### src/hall_core_pkg.sv
// Purpose: constants and types shared by the speed/direction core
// Assumes: signed digitized speed and direction samples, one 50 MHz clock
// Notes: amplitudes are in ADC counts
package hall_core_pkg;
  localparam int SAMPLE_W = 12;
  localparam int OFFSET_W = 10;
  localparam logic [SAMPLE_W-1:0] AMP_LIMIT_DEFAULT = 12'h010;
  localparam int THR_SHIFT_CAL = 1;
  localparam int HYST_SHIFT = 3;
  localparam int STARTUP_PULSES = 2;
  localparam int CAL_PULSE_NUM = 4;
  localparam int DIR_FORWARD = 1;
  typedef enum {ST_WAIT_RISE, ST_UNCAL, ST_CAL} mode_t;
endpackage

### src/hall_speed_direction_core.sv
// Purpose: start-up, calibration, hysteresis switching, direction and supply handling
// Assumes: inputs synchronous to clk; supply flags come from an analog supervisor
// Notes: pulse widths of the current protocol live in the downstream encoder
module hall_speed_direction_core
  import hall_core_pkg::*;
#(
  parameter int W = SAMPLE_W,
  parameter int OW = OFFSET_W
) (
  // Clock and reset
  input wire logic clk,
  input wire logic nrst,
  // Digitized inputs
  input wire logic sample_valid,
  input wire logic signed [W-1:0] speed,
  input wire logic signed [W-1:0] outer_element_a,
  input wire logic signed [W-1:0] outer_element_b,
  input wire logic signed [W-1:0] center_element,
  input wire logic [W-1:0] amp_limit,
  // Supply supervisor
  input wire logic undervoltage,
  input wire logic below_reset,
  // Offset correction converter
  output logic signed [OW-1:0] offset_dac,
  // Pulse requests to the protocol encoder
  output logic pulse_req,
  output logic pulse_has_dir,
  output logic pulse_dir,
  output logic force_high,
  // Status
  output logic calibrated,
  output logic [W-1:0] noise_threshold
);
  typedef struct packed {
    mode_t mode;
    logic [2:0] pulse_count;
    logic out_high;
    logic signed [W-1:0] prev_speed;
    logic signed [W-1:0] peak;
    logic signed [OW-1:0] offset;
    logic [1:0] upd_extrema;
    logic uv_armed;
    logic force_high;
    logic pulse_req;
    logic pulse_has_dir;
    logic pulse_dir;
    logic [W-1:0] noise_threshold;
  } core_t;
  core_t s, next_s;

  logic clear;
  logic signed [W-1:0] max_val, min_val;
  logic [W-1:0] amplitude;
  logic [1:0] extrema_count;
  logic dir_valid, dir_value, dir_weak;
  logic zero_cross;
  logic [W-1:0] hyst, floor2, thr;
  logic signed [W:0] mid, thr_s;
  logic rise_ev, fall_ev, switch_ev, small_sig, vib;

  // Whole core restarts while supply is below the reset level
  assign clear = below_reset;
  assign zero_cross = (speed[W-1] != s.prev_speed[W-1]);

  amplitude_tracker #(.W(W)) u_trk (
    .clk(clk),
    .nrst(nrst),
    .clear(clear),
    .sample_valid(sample_valid),
    .speed(speed),
    .amp_limit(amp_limit),
    .max_val(max_val),
    .min_val(min_val),
    .amplitude(amplitude),
    .extrema_count(extrema_count)
  );

  direction_sampler #(.W(W)) u_dir (
    .clk(clk),
    .nrst(nrst),
    .clear(clear),
    .sample_valid(sample_valid),
    .outer_element_a(outer_element_a),
    .outer_element_b(outer_element_b),
    .center_element(center_element),
    .zero_cross(zero_cross),
    .amp_limit(amp_limit),
    .dir_valid(dir_valid),
    .dir_value(dir_value),
    .dir_weak(dir_weak)
  );

  function automatic logic [W-1:0] max_u(input logic [W-1:0] a, input logic [W-1:0] b);
    max_u = (a > b) ? a : b;
  endfunction

  always_comb begin
    floor2 = amp_limit << 1;
    hyst = max_u(amplitude >> HYST_SHIFT, amp_limit);
    small_sig = amplitude < floor2;
    thr = (s.mode == ST_CAL) ? hyst : s.noise_threshold;
    // Signed view so a negative excursion never reads as a huge one
    thr_s = $signed({1'b0, thr});
    mid = ((W+1)'(max_val) + (W+1)'(min_val)) >>> 1;
    rise_ev = 1'b0;
    fall_ev = 1'b0;
    vib = 1'b0;
    next_s = s;
    next_s.pulse_req = 1'b0;
    // Undervoltage forces high current level, only once armed
    next_s.force_high = s.uv_armed && undervoltage;
    if (sample_valid) begin
      next_s.prev_speed = speed;
      // Excursions inside the threshold band never switch
      if (!s.out_high && ((W+1)'(speed) - (W+1)'(s.peak)) > thr_s) rise_ev = 1'b1;
      if (s.out_high && ((W+1)'(s.peak) - (W+1)'(speed)) > thr_s) fall_ev = 1'b1;
      if (rise_ev || fall_ev) begin
        next_s.out_high = rise_ev;
        next_s.peak = speed;
      end else if (s.out_high ? (speed > s.peak) : (speed < s.peak)) begin
        next_s.peak = speed;
      end
      // Noise threshold tracking per mode
      if (s.mode == ST_CAL) begin
        next_s.noise_threshold = max_u(amplitude >> THR_SHIFT_CAL, floor2);
      end else begin
        next_s.noise_threshold = max_u(amplitude, floor2);
      end
      // Offset moves only with the current edge, independent of pulses
      if (extrema_count >= 2'h2) begin
        if (mid > 0 && s.out_high) begin
          next_s.offset = s.offset + OW'(1);
        end else if (mid < 0 && !s.out_high) begin
          next_s.offset = s.offset - OW'(1);
        end else if (mid == 0) begin
          next_s.mode = ST_CAL;
        end
      end
    end
    switch_ev = rise_ev;
    // Direction based vibration check only after calibration
    if (s.mode == ST_CAL && dir_valid && dir_weak) vib = 1'b1;
    case (s.mode)
      ST_WAIT_RISE: begin
        if (switch_ev) begin
          // First pulse is always speed only
          next_s.pulse_req = 1'b1;
          next_s.pulse_has_dir = 1'b0;
          next_s.pulse_count = 3'h1;
          next_s.mode = ST_UNCAL;
          next_s.uv_armed = 1'b1;
        end
      end
      ST_UNCAL: begin
        if (switch_ev) begin
          if (s.pulse_count != 3'h7) next_s.pulse_count = s.pulse_count + 3'h1;
          // Third pulse may drop on small signals
          if (!(small_sig && s.pulse_count == 3'(STARTUP_PULSES))) begin
            next_s.pulse_req = 1'b1;
            next_s.pulse_has_dir = 1'b0;
          end
        end
      end
      ST_CAL: begin
        if (switch_ev && !vib) begin
          next_s.pulse_req = 1'b1;
          next_s.pulse_has_dir = dir_valid;
          next_s.pulse_dir = dir_value;
        end
      end
      default: next_s.mode = ST_WAIT_RISE;
    endcase
    if (clear) begin
      next_s = '0;
      next_s.mode = ST_WAIT_RISE;
      next_s.noise_threshold = floor2;
    end
  end

  always_ff @(posedge clk or negedge nrst) begin
    if (!nrst) begin
      s <= '0;
      s.mode <= ST_WAIT_RISE;
      s.noise_threshold <= {AMP_LIMIT_DEFAULT[W-2:0], 1'b0};
    end else begin
      s <= next_s;
    end
  end

  assign offset_dac = s.offset;
  assign pulse_req = s.pulse_req;
  assign pulse_has_dir = s.pulse_has_dir;
  assign pulse_dir = s.pulse_dir;
  assign force_high = s.force_high;
  assign calibrated = (s.mode == ST_CAL);
  assign noise_threshold = s.noise_threshold;
endmodule

### src/amplitude_tracker.sv
// Purpose: track extrema of the speed signal and derive amplitude
// Assumes: sample_valid marks new speed samples
// Notes: extrema are latched at slope reversal beyond the limit
module amplitude_tracker
  import hall_core_pkg::*;
#(
  parameter int W = SAMPLE_W
) (
  // Clock and reset
  input wire logic clk,
  input wire logic nrst,
  input wire logic clear,
  // Samples
  input wire logic sample_valid,
  input wire logic signed [W-1:0] speed,
  input wire logic [W-1:0] amp_limit,
  // Results
  output logic signed [W-1:0] max_val,
  output logic signed [W-1:0] min_val,
  output logic [W-1:0] amplitude,
  output logic [1:0] extrema_count
);
  typedef struct packed {
    logic signed [W-1:0] run_max;
    logic signed [W-1:0] run_min;
    logic signed [W-1:0] max_val;
    logic signed [W-1:0] min_val;
    logic [W-1:0] amplitude;
    logic [1:0] extrema_count;
    logic rising;
  } trk_t;
  trk_t s, next_s;
  logic signed [W:0] span;

  always_comb begin
    next_s = s;
    span = '0;
    if (clear) begin
      next_s = '0;
    end else if (sample_valid) begin
      if (s.rising) begin
        if (speed > s.run_max) begin
          next_s.run_max = speed;
        end else if ((W+1)'(s.run_max) - (W+1)'(speed) > (W+1)'(amp_limit)) begin
          next_s.max_val = s.run_max;
          next_s.rising = 1'b0;
          next_s.run_min = speed;
          if (s.extrema_count != 2'h3) next_s.extrema_count = s.extrema_count + 2'h1;
        end
      end else begin
        if (speed < s.run_min) begin
          next_s.run_min = speed;
        end else if ((W+1)'(speed) - (W+1)'(s.run_min) > (W+1)'(amp_limit)) begin
          next_s.min_val = s.run_min;
          next_s.rising = 1'b1;
          next_s.run_max = speed;
          if (s.extrema_count != 2'h3) next_s.extrema_count = s.extrema_count + 2'h1;
        end
      end
      span = (W+1)'(next_s.max_val) - (W+1)'(next_s.min_val);
      next_s.amplitude = span[W] ? '0 : span[W-1:0];
    end
  end

  always_ff @(posedge clk or negedge nrst) begin
    if (!nrst) s <= '0;
    else s <= next_s;
  end

  assign max_val = s.max_val;
  assign min_val = s.min_val;
  assign amplitude = s.amplitude;
  assign extrema_count = s.extrema_count;
endmodule

### src/direction_sampler.sv
// Purpose: derive the direction signal and sample it at speed zero crossings
// Assumes: outer and center element samples are offset free and signed
// Notes: lead or lag of the center probe gives the sign at the crossing
module direction_sampler
  import hall_core_pkg::*;
#(
  parameter int W = SAMPLE_W
) (
  // Clock and reset
  input wire logic clk,
  input wire logic nrst,
  input wire logic clear,
  // Samples
  input wire logic sample_valid,
  input wire logic signed [W-1:0] outer_element_a,
  input wire logic signed [W-1:0] outer_element_b,
  input wire logic signed [W-1:0] center_element,
  input wire logic zero_cross,
  input wire logic [W-1:0] amp_limit,
  // Results
  output logic dir_valid,
  output logic dir_value,
  output logic dir_weak
);
  typedef struct packed {
    logic dir_valid;
    logic dir_value;
    logic dir_weak;
  } dir_t;
  dir_t s, next_s;
  logic signed [W+1:0] diff;
  logic [W+1:0] mag;

  always_comb begin
    next_s = s;
    // Center minus mean of outer elements, mean kept exact by doubling
    diff = ((W+2)'(center_element) <<< 1) - (W+2)'(outer_element_a)
      - (W+2)'(outer_element_b);
    mag = diff[W+1] ? (W+2)'(-diff) : diff;
    if (clear) begin
      next_s = '0;
    end else if (sample_valid && zero_cross) begin
      next_s.dir_valid = 1'b1;
      next_s.dir_value = ~diff[W+1];
      next_s.dir_weak = mag < ((W+2)'(amp_limit) <<< 1);
    end
  end

  always_ff @(posedge clk or negedge nrst) begin
    if (!nrst) s <= '0;
    else s <= next_s;
  end

  assign dir_valid = s.dir_valid;
  assign dir_value = s.dir_value;
  assign dir_weak = s.dir_weak;
endmodule

### config.mk
export PLATFORM = sky130hd
export DESIGN_NAME = hall_speed_direction_core
export DESIGN_NICKNAME = d
export VERILOG_FILES = /design/src/hall_core_pkg.sv /design/src/hall_speed_direction_core.sv /design/src/amplitude_tracker.sv /design/src/direction_sampler.sv
export SDC_FILE = /design/constraint.sdc
export NUM_CORES = 1
export LEC_CHECK = 0
export CAP_MARGIN = 20
export CORE_ASPECT_RATIO = 1.2
export CORE_MARGIN = 2
export CORE_UTILIZATION = 30
export DETAILED_ROUTE_END_ITERATION = 10
export DONT_BUFFER_PORTS = 1
export SLEW_MARGIN = 30
export SYNTH_ARGS = -nofsm -noshare
export SYNTH_HDL_FRONTEND = slang
export SYNTH_SLANG_ARGS = --single-unit
### constraint.sdc
create_clock -name clk -period 6.1 [get_ports clk]
set_clock_uncertainty 0.1 [all_clocks]
set_input_delay 0.61 -clock clk [delete_from_list [all_inputs] [get_ports clk]]
set_output_delay 0.61 -clock clk [all_outputs]
set_load 0.01 [all_outputs]
==> flow_results.org <==
** Run status
- Status :: finished with violations
- Failing checks :: hold timing

** Yosys
- Summing the areas of all fa, ha and maj instances in the mapped netlist gives 20.7% of the synthesized area.
- Async S/R FF share, synth :: 100%
- Synth unique cells :: 76
- A synthesized cell averages 8.79 um^2.
- After Yosys synthesis, XOR and XNOR cells account for 5.19% of the synthesized area.
- Summed over its instances, the top area cell type makes up 26.5% of the synthesized netlist area.
- Library cell with the largest summed area after synthesis :: sky130_fd_sc_hd__dfrtp_1
- Among all cell types in the netlist, the one instantiated most often is sky130_fd_sc_hd__ha_1.
- Of the post-synthesis cell area, the part taken by muxes is 5.66%.
- Number of register bits inferred by synthesis :: 142
- Number of synthesized flops with an enable pin :: 0
- Predominant post-synthesis flop cell :: sky130_fd_sc_hd__dfrtp_1
- Post-synthesis compound-gate area fraction :: 21.3%
- Dominant cells by area after synthesis :: sky130_fd_sc_hd__dfrtp_1 27%, sky130_fd_sc_hd__ha_1 18%, sky130_fd_sc_hd__a21oi_1 4.2%
- Summing the areas of all and, or, nand and nor instances in the mapped netlist gives 14.3% of the synthesized area.
- Sequential share of the synthesized area :: 26.7%
- Synthesis produced 1,512 cells.
- The synthesized netlist occupies a cell area of 0.0133 mm^2.
- Most frequent cells after synthesis :: 190 x sky130_fd_sc_hd__ha_1, 141 x sky130_fd_sc_hd__dfrtp_1, 126 x sky130_fd_sc_hd__nor2_1
- The Yosys step of the flow raised 0 warnings.
- Main combinational cell family by area after synthesis :: compound AO/OA/AOI/OAI gates

** Clock network
- The cell sitting at the root of the clock tree is a sky130_fd_sc_hd__clkbuf_16.
- The clock tree synthesis step divided the H-tree into 4 levels.
- Max Buffers Root-to-Sink :: 2
- Counting the buffers created by CTS gives 17.
- Clock-pin slew on the worst setup and hold paths :: 0.07 ns
- Clock sink count :: 142
- TritonCTS built the clock tree.
- Post-CTS setup-driven buffer insertion count :: 0
- For the worst-skew pair, the clock arrives at the later sink with an insertion delay of 0.45 ns.

** Global routing
- Met3 track demand over resource in global routing :: 2.47%
- Initial antenna violation count :: 0
- GR Util All Layers :: 17.1%
- Global Route met1 Usage :: 20.4%
- The total overflow left after global routing is 0.
- Maximum number of pins on one net before global-route repair :: 143
- After global routing, the most crowded layer is met2.
- First-pass GRT wire length :: 62,000 um
- Met2 Usage GRT :: 30.1%
- Via count of the first global-routing pass :: 11.1k

** Setup path
- The largest single stage delay on the critical path is 0.46 ns.
- Highest net fanout along the worst path :: 5
- The slowest stage of the critical path is the sky130_fd_sc_hd__dfrtp_1 cell.
- STA puts the critical path data required time at 6.35 ns.
- Type of element launching the critical path :: flip-flop
- Crit path capture type :: flip-flop
- STA puts the critical path data arrival time at 6.02 ns.
- Critical Setup Path Class :: flip-flop to flip-flop

** Route
- Ratio of routed vias to standard cells :: 5.34
- DRC Markers :: 0
- Wires add up to 39,100 um.
- DR iter-0 viols :: 662
- Via count :: 11.2k
- Average wire per cell in the routed design :: 18.6 um
- Number of nets still failing antenna checks after routing :: 0
- The first detailed-routing pass took 5 iterations.

** Die
- Once the floorplan was initialized, standard cells occupied 30.3% of the core.
- Area inside the core boundary :: 0.0438 mm^2
- Horizontal extent of the die :: 196 um
- Pin placement for this block handled 92 I/O pins.
- In this run the vertical extent of the chip is 235 um.
- Number of cell rows :: 84
- The floorplan step defined a die boundary enclosing 0.0460 mm^2.

** Placed design
- At the end of routability-driven placement, the weighted congestion stood at 0.905.
- Buffers placed on the I/O ports in this run total 0.
- In this run, placement finished with an instance count of 2,062.
- Post-detail-place hpwl :: 30,800 um

** Timing
- The worst path needs 5.77 ns of the cycle, external delays included.
- Derived from the worst setup path, the maximum achievable clock frequency is 173 MHz.
- Final hold analysis gives a worst-case slack of -0.0221 ns.
- In the final timing run, aggregate negative setup slack is 0 ns.
- Actual transition at the worst max-transition pin :: 0.898 ns
- Max-slew headroom at the worst pin :: 39.9%
- Setup repair after global routing left no endpoint under its margin.
- Setup violations remaining at the end of the flow were counted as 0.
- The number of pins with negative max-slew slack in the final report was 0.
- The final count of hold timing violations came to 12.
- Of the available clock period, the critical path in the final layout requires 94.6%.

** Flow run
- Across the run, the number of max-cap violations was 0.

** Layout
- After the last flow step, the layout net total stands at 1,798.
- Ratio of cells with drive above 1 in the final layout :: 8.01%
- Antenna cell count :: 0
- Excluding fillers, the count of instances in the completed layout stands at 2,095.
- Fill cells in the final layout number 4,515.
- Area growth, synth to finish :: 9.90%

** Power and ir drop
- Summed over all cells, the static leakage comes to 6.83 nW.
- Across the VDD grid, the largest voltage drop is 207 uV.
- Power spread over the standard cell area amounts to 370 mW/mm^2.

** Min path
- The tightest min-delay check is of the input port to async pin type.
-- report_power, final --
| group | switching (W) | internal, W | total [W] |
|---|---|---|---|
| clock network | 0.000466 | 0.000610 | 0.00108 |
| registers | 0.000215 | 0.00108 | 0.00129 |
| logic | 0.00172 | 0.00132 | 0.00304 |
| total | 0.00240 | 0.00301 | 0.00541 |
-- logic make-up after synthesis --
family,count (synthesis)
flops,142
xor+xnor,78
buf+inv,188
fa+ha+maj,209
simple gates,400
mux,72
other cells,1
compound gates,422
-- final cells by class --
| type | instances | area, um^2 | share of cell area, % |
|---|---|---|---|
| Clock buffer | 18 | 429 | 2.94 |
| Clock inverter | 13 | 154 | 1.05 |
| Inverter | 124 | 465 | 3.18 |
| Multi-Input combinational cell | 1212 | 9090 | 62.2 |
| Sequential cell | 142 | 3560 | 24.3 |
| Tap cell | 559 | 699 | 4.79 |
| Timing Repair Buffer | 27 | 223 | 1.52 |
-- metrics by stage --
step	instance area (um^2)	setup WS (ns)	power [W]	util, %
floorplan	13400	0.388	0.00351	-
global placement	14000	0.284	0.00421	31.9
detailed placement	14000	0.226	0.00427	31.9
CTS	14600	0.280	0.00540	33.3
global route	14600	0.00107	0.00584	33.3
finish	14600	0.327	0.00541	33.3
-- metal layers --
metal	part of all wire (%)	vias up
li1	-	5415
met1	42	5479
met2	50	219
met3	3.8	68
met4	4.4	0
met5	0	-
-- flip-flops by register name, summed over array words and instances (netlist names), 2 cells and up --
| register | flops |
|---|---|
| u_trk.min_val | 12 |
| offset_dac | 10 |
| noise_threshold | 12 |
| s | 50 |
| u_trk.extrema_count | 2 |
| u_trk.max_val | 12 |
| u_trk.s | 25 |
| u_trk.amplitude | 12 |
-- placed cells by master, fill, tap and decap left out, types with 19 or more instances in the layout --
cell | netlist | routed
sky130_fd_sc_hd__nand3_1 | 26 | 26
sky130_fd_sc_hd__nand4_1 | 20 | 20
sky130_fd_sc_hd__nor3_1 | 34 | 34
sky130_fd_sc_hd__o21ai_0 | 92 | 92
sky130_fd_sc_hd__buf_4 | 23 | 26
sky130_fd_sc_hd__o21a_1 | 23 | 23
sky130_fd_sc_hd__nand2_1 | 107 | 107
sky130_fd_sc_hd__dfrtp_1 | 141 | 140
sky130_fd_sc_hd__mux2i_1 | 46 | 46
sky130_fd_sc_hd__a211oi_1 | 26 | 26
sky130_fd_sc_hd__mux2_2 | 26 | 26
sky130_fd_sc_hd__fa_1 | 19 | 19
sky130_fd_sc_hd__nor2_1 | 126 | 125
sky130_fd_sc_hd__a21o_1 | 34 | 34
sky130_fd_sc_hd__nor2b_1 | 26 | 26
sky130_fd_sc_hd__ha_1 | 190 | 190
sky130_fd_sc_hd__a21oi_1 | 112 | 110
sky130_fd_sc_hd__inv_1 | 124 | 124
sky130_fd_sc_hd__xnor2_1 | 59 | 59
sky130_fd_sc_hd__conb_1 | 1 | 30
-- worst paths after layout --
check	startpoint	endpoint	slack [ns]	depth (start not counted)
hold / removal	nrst	s[31]	-0.02	1
hold reg to reg	noise_threshold[5]	noise_threshold[5]	0.40	2
setup / recovery	u_trk.s[41]	u_trk.amplitude[8]	0.33	25
max in group asynchronous	nrst	offset_dac[0]	5.24	1
setup reg to reg	u_trk.s[41]	u_trk.amplitude[8]	0.33	25
min in group clk	undervoltage	force_high	0.17	2
-- what timing repair did --
item                                    CTS  global route
resized for setup                         0             6
hold buffers                              1             0
endpoints found under the setup margin    0            11
hold endpoints to repair                142             0
-- critical path, delay by kind of cell (launching register included) --
kind	cells	cell delay (ns)
and+or+nand+nor	1	0.15
DFF	1	0.46
xor gates and xnor gates	1	0.09
buffers and inverters	2	0.15
adders and majority gates	4	1.02
muxes	1	0.40
AOI/OAI and AO/OA	16	3.28
No activity file was read; power rests on OpenSTA's default activity.
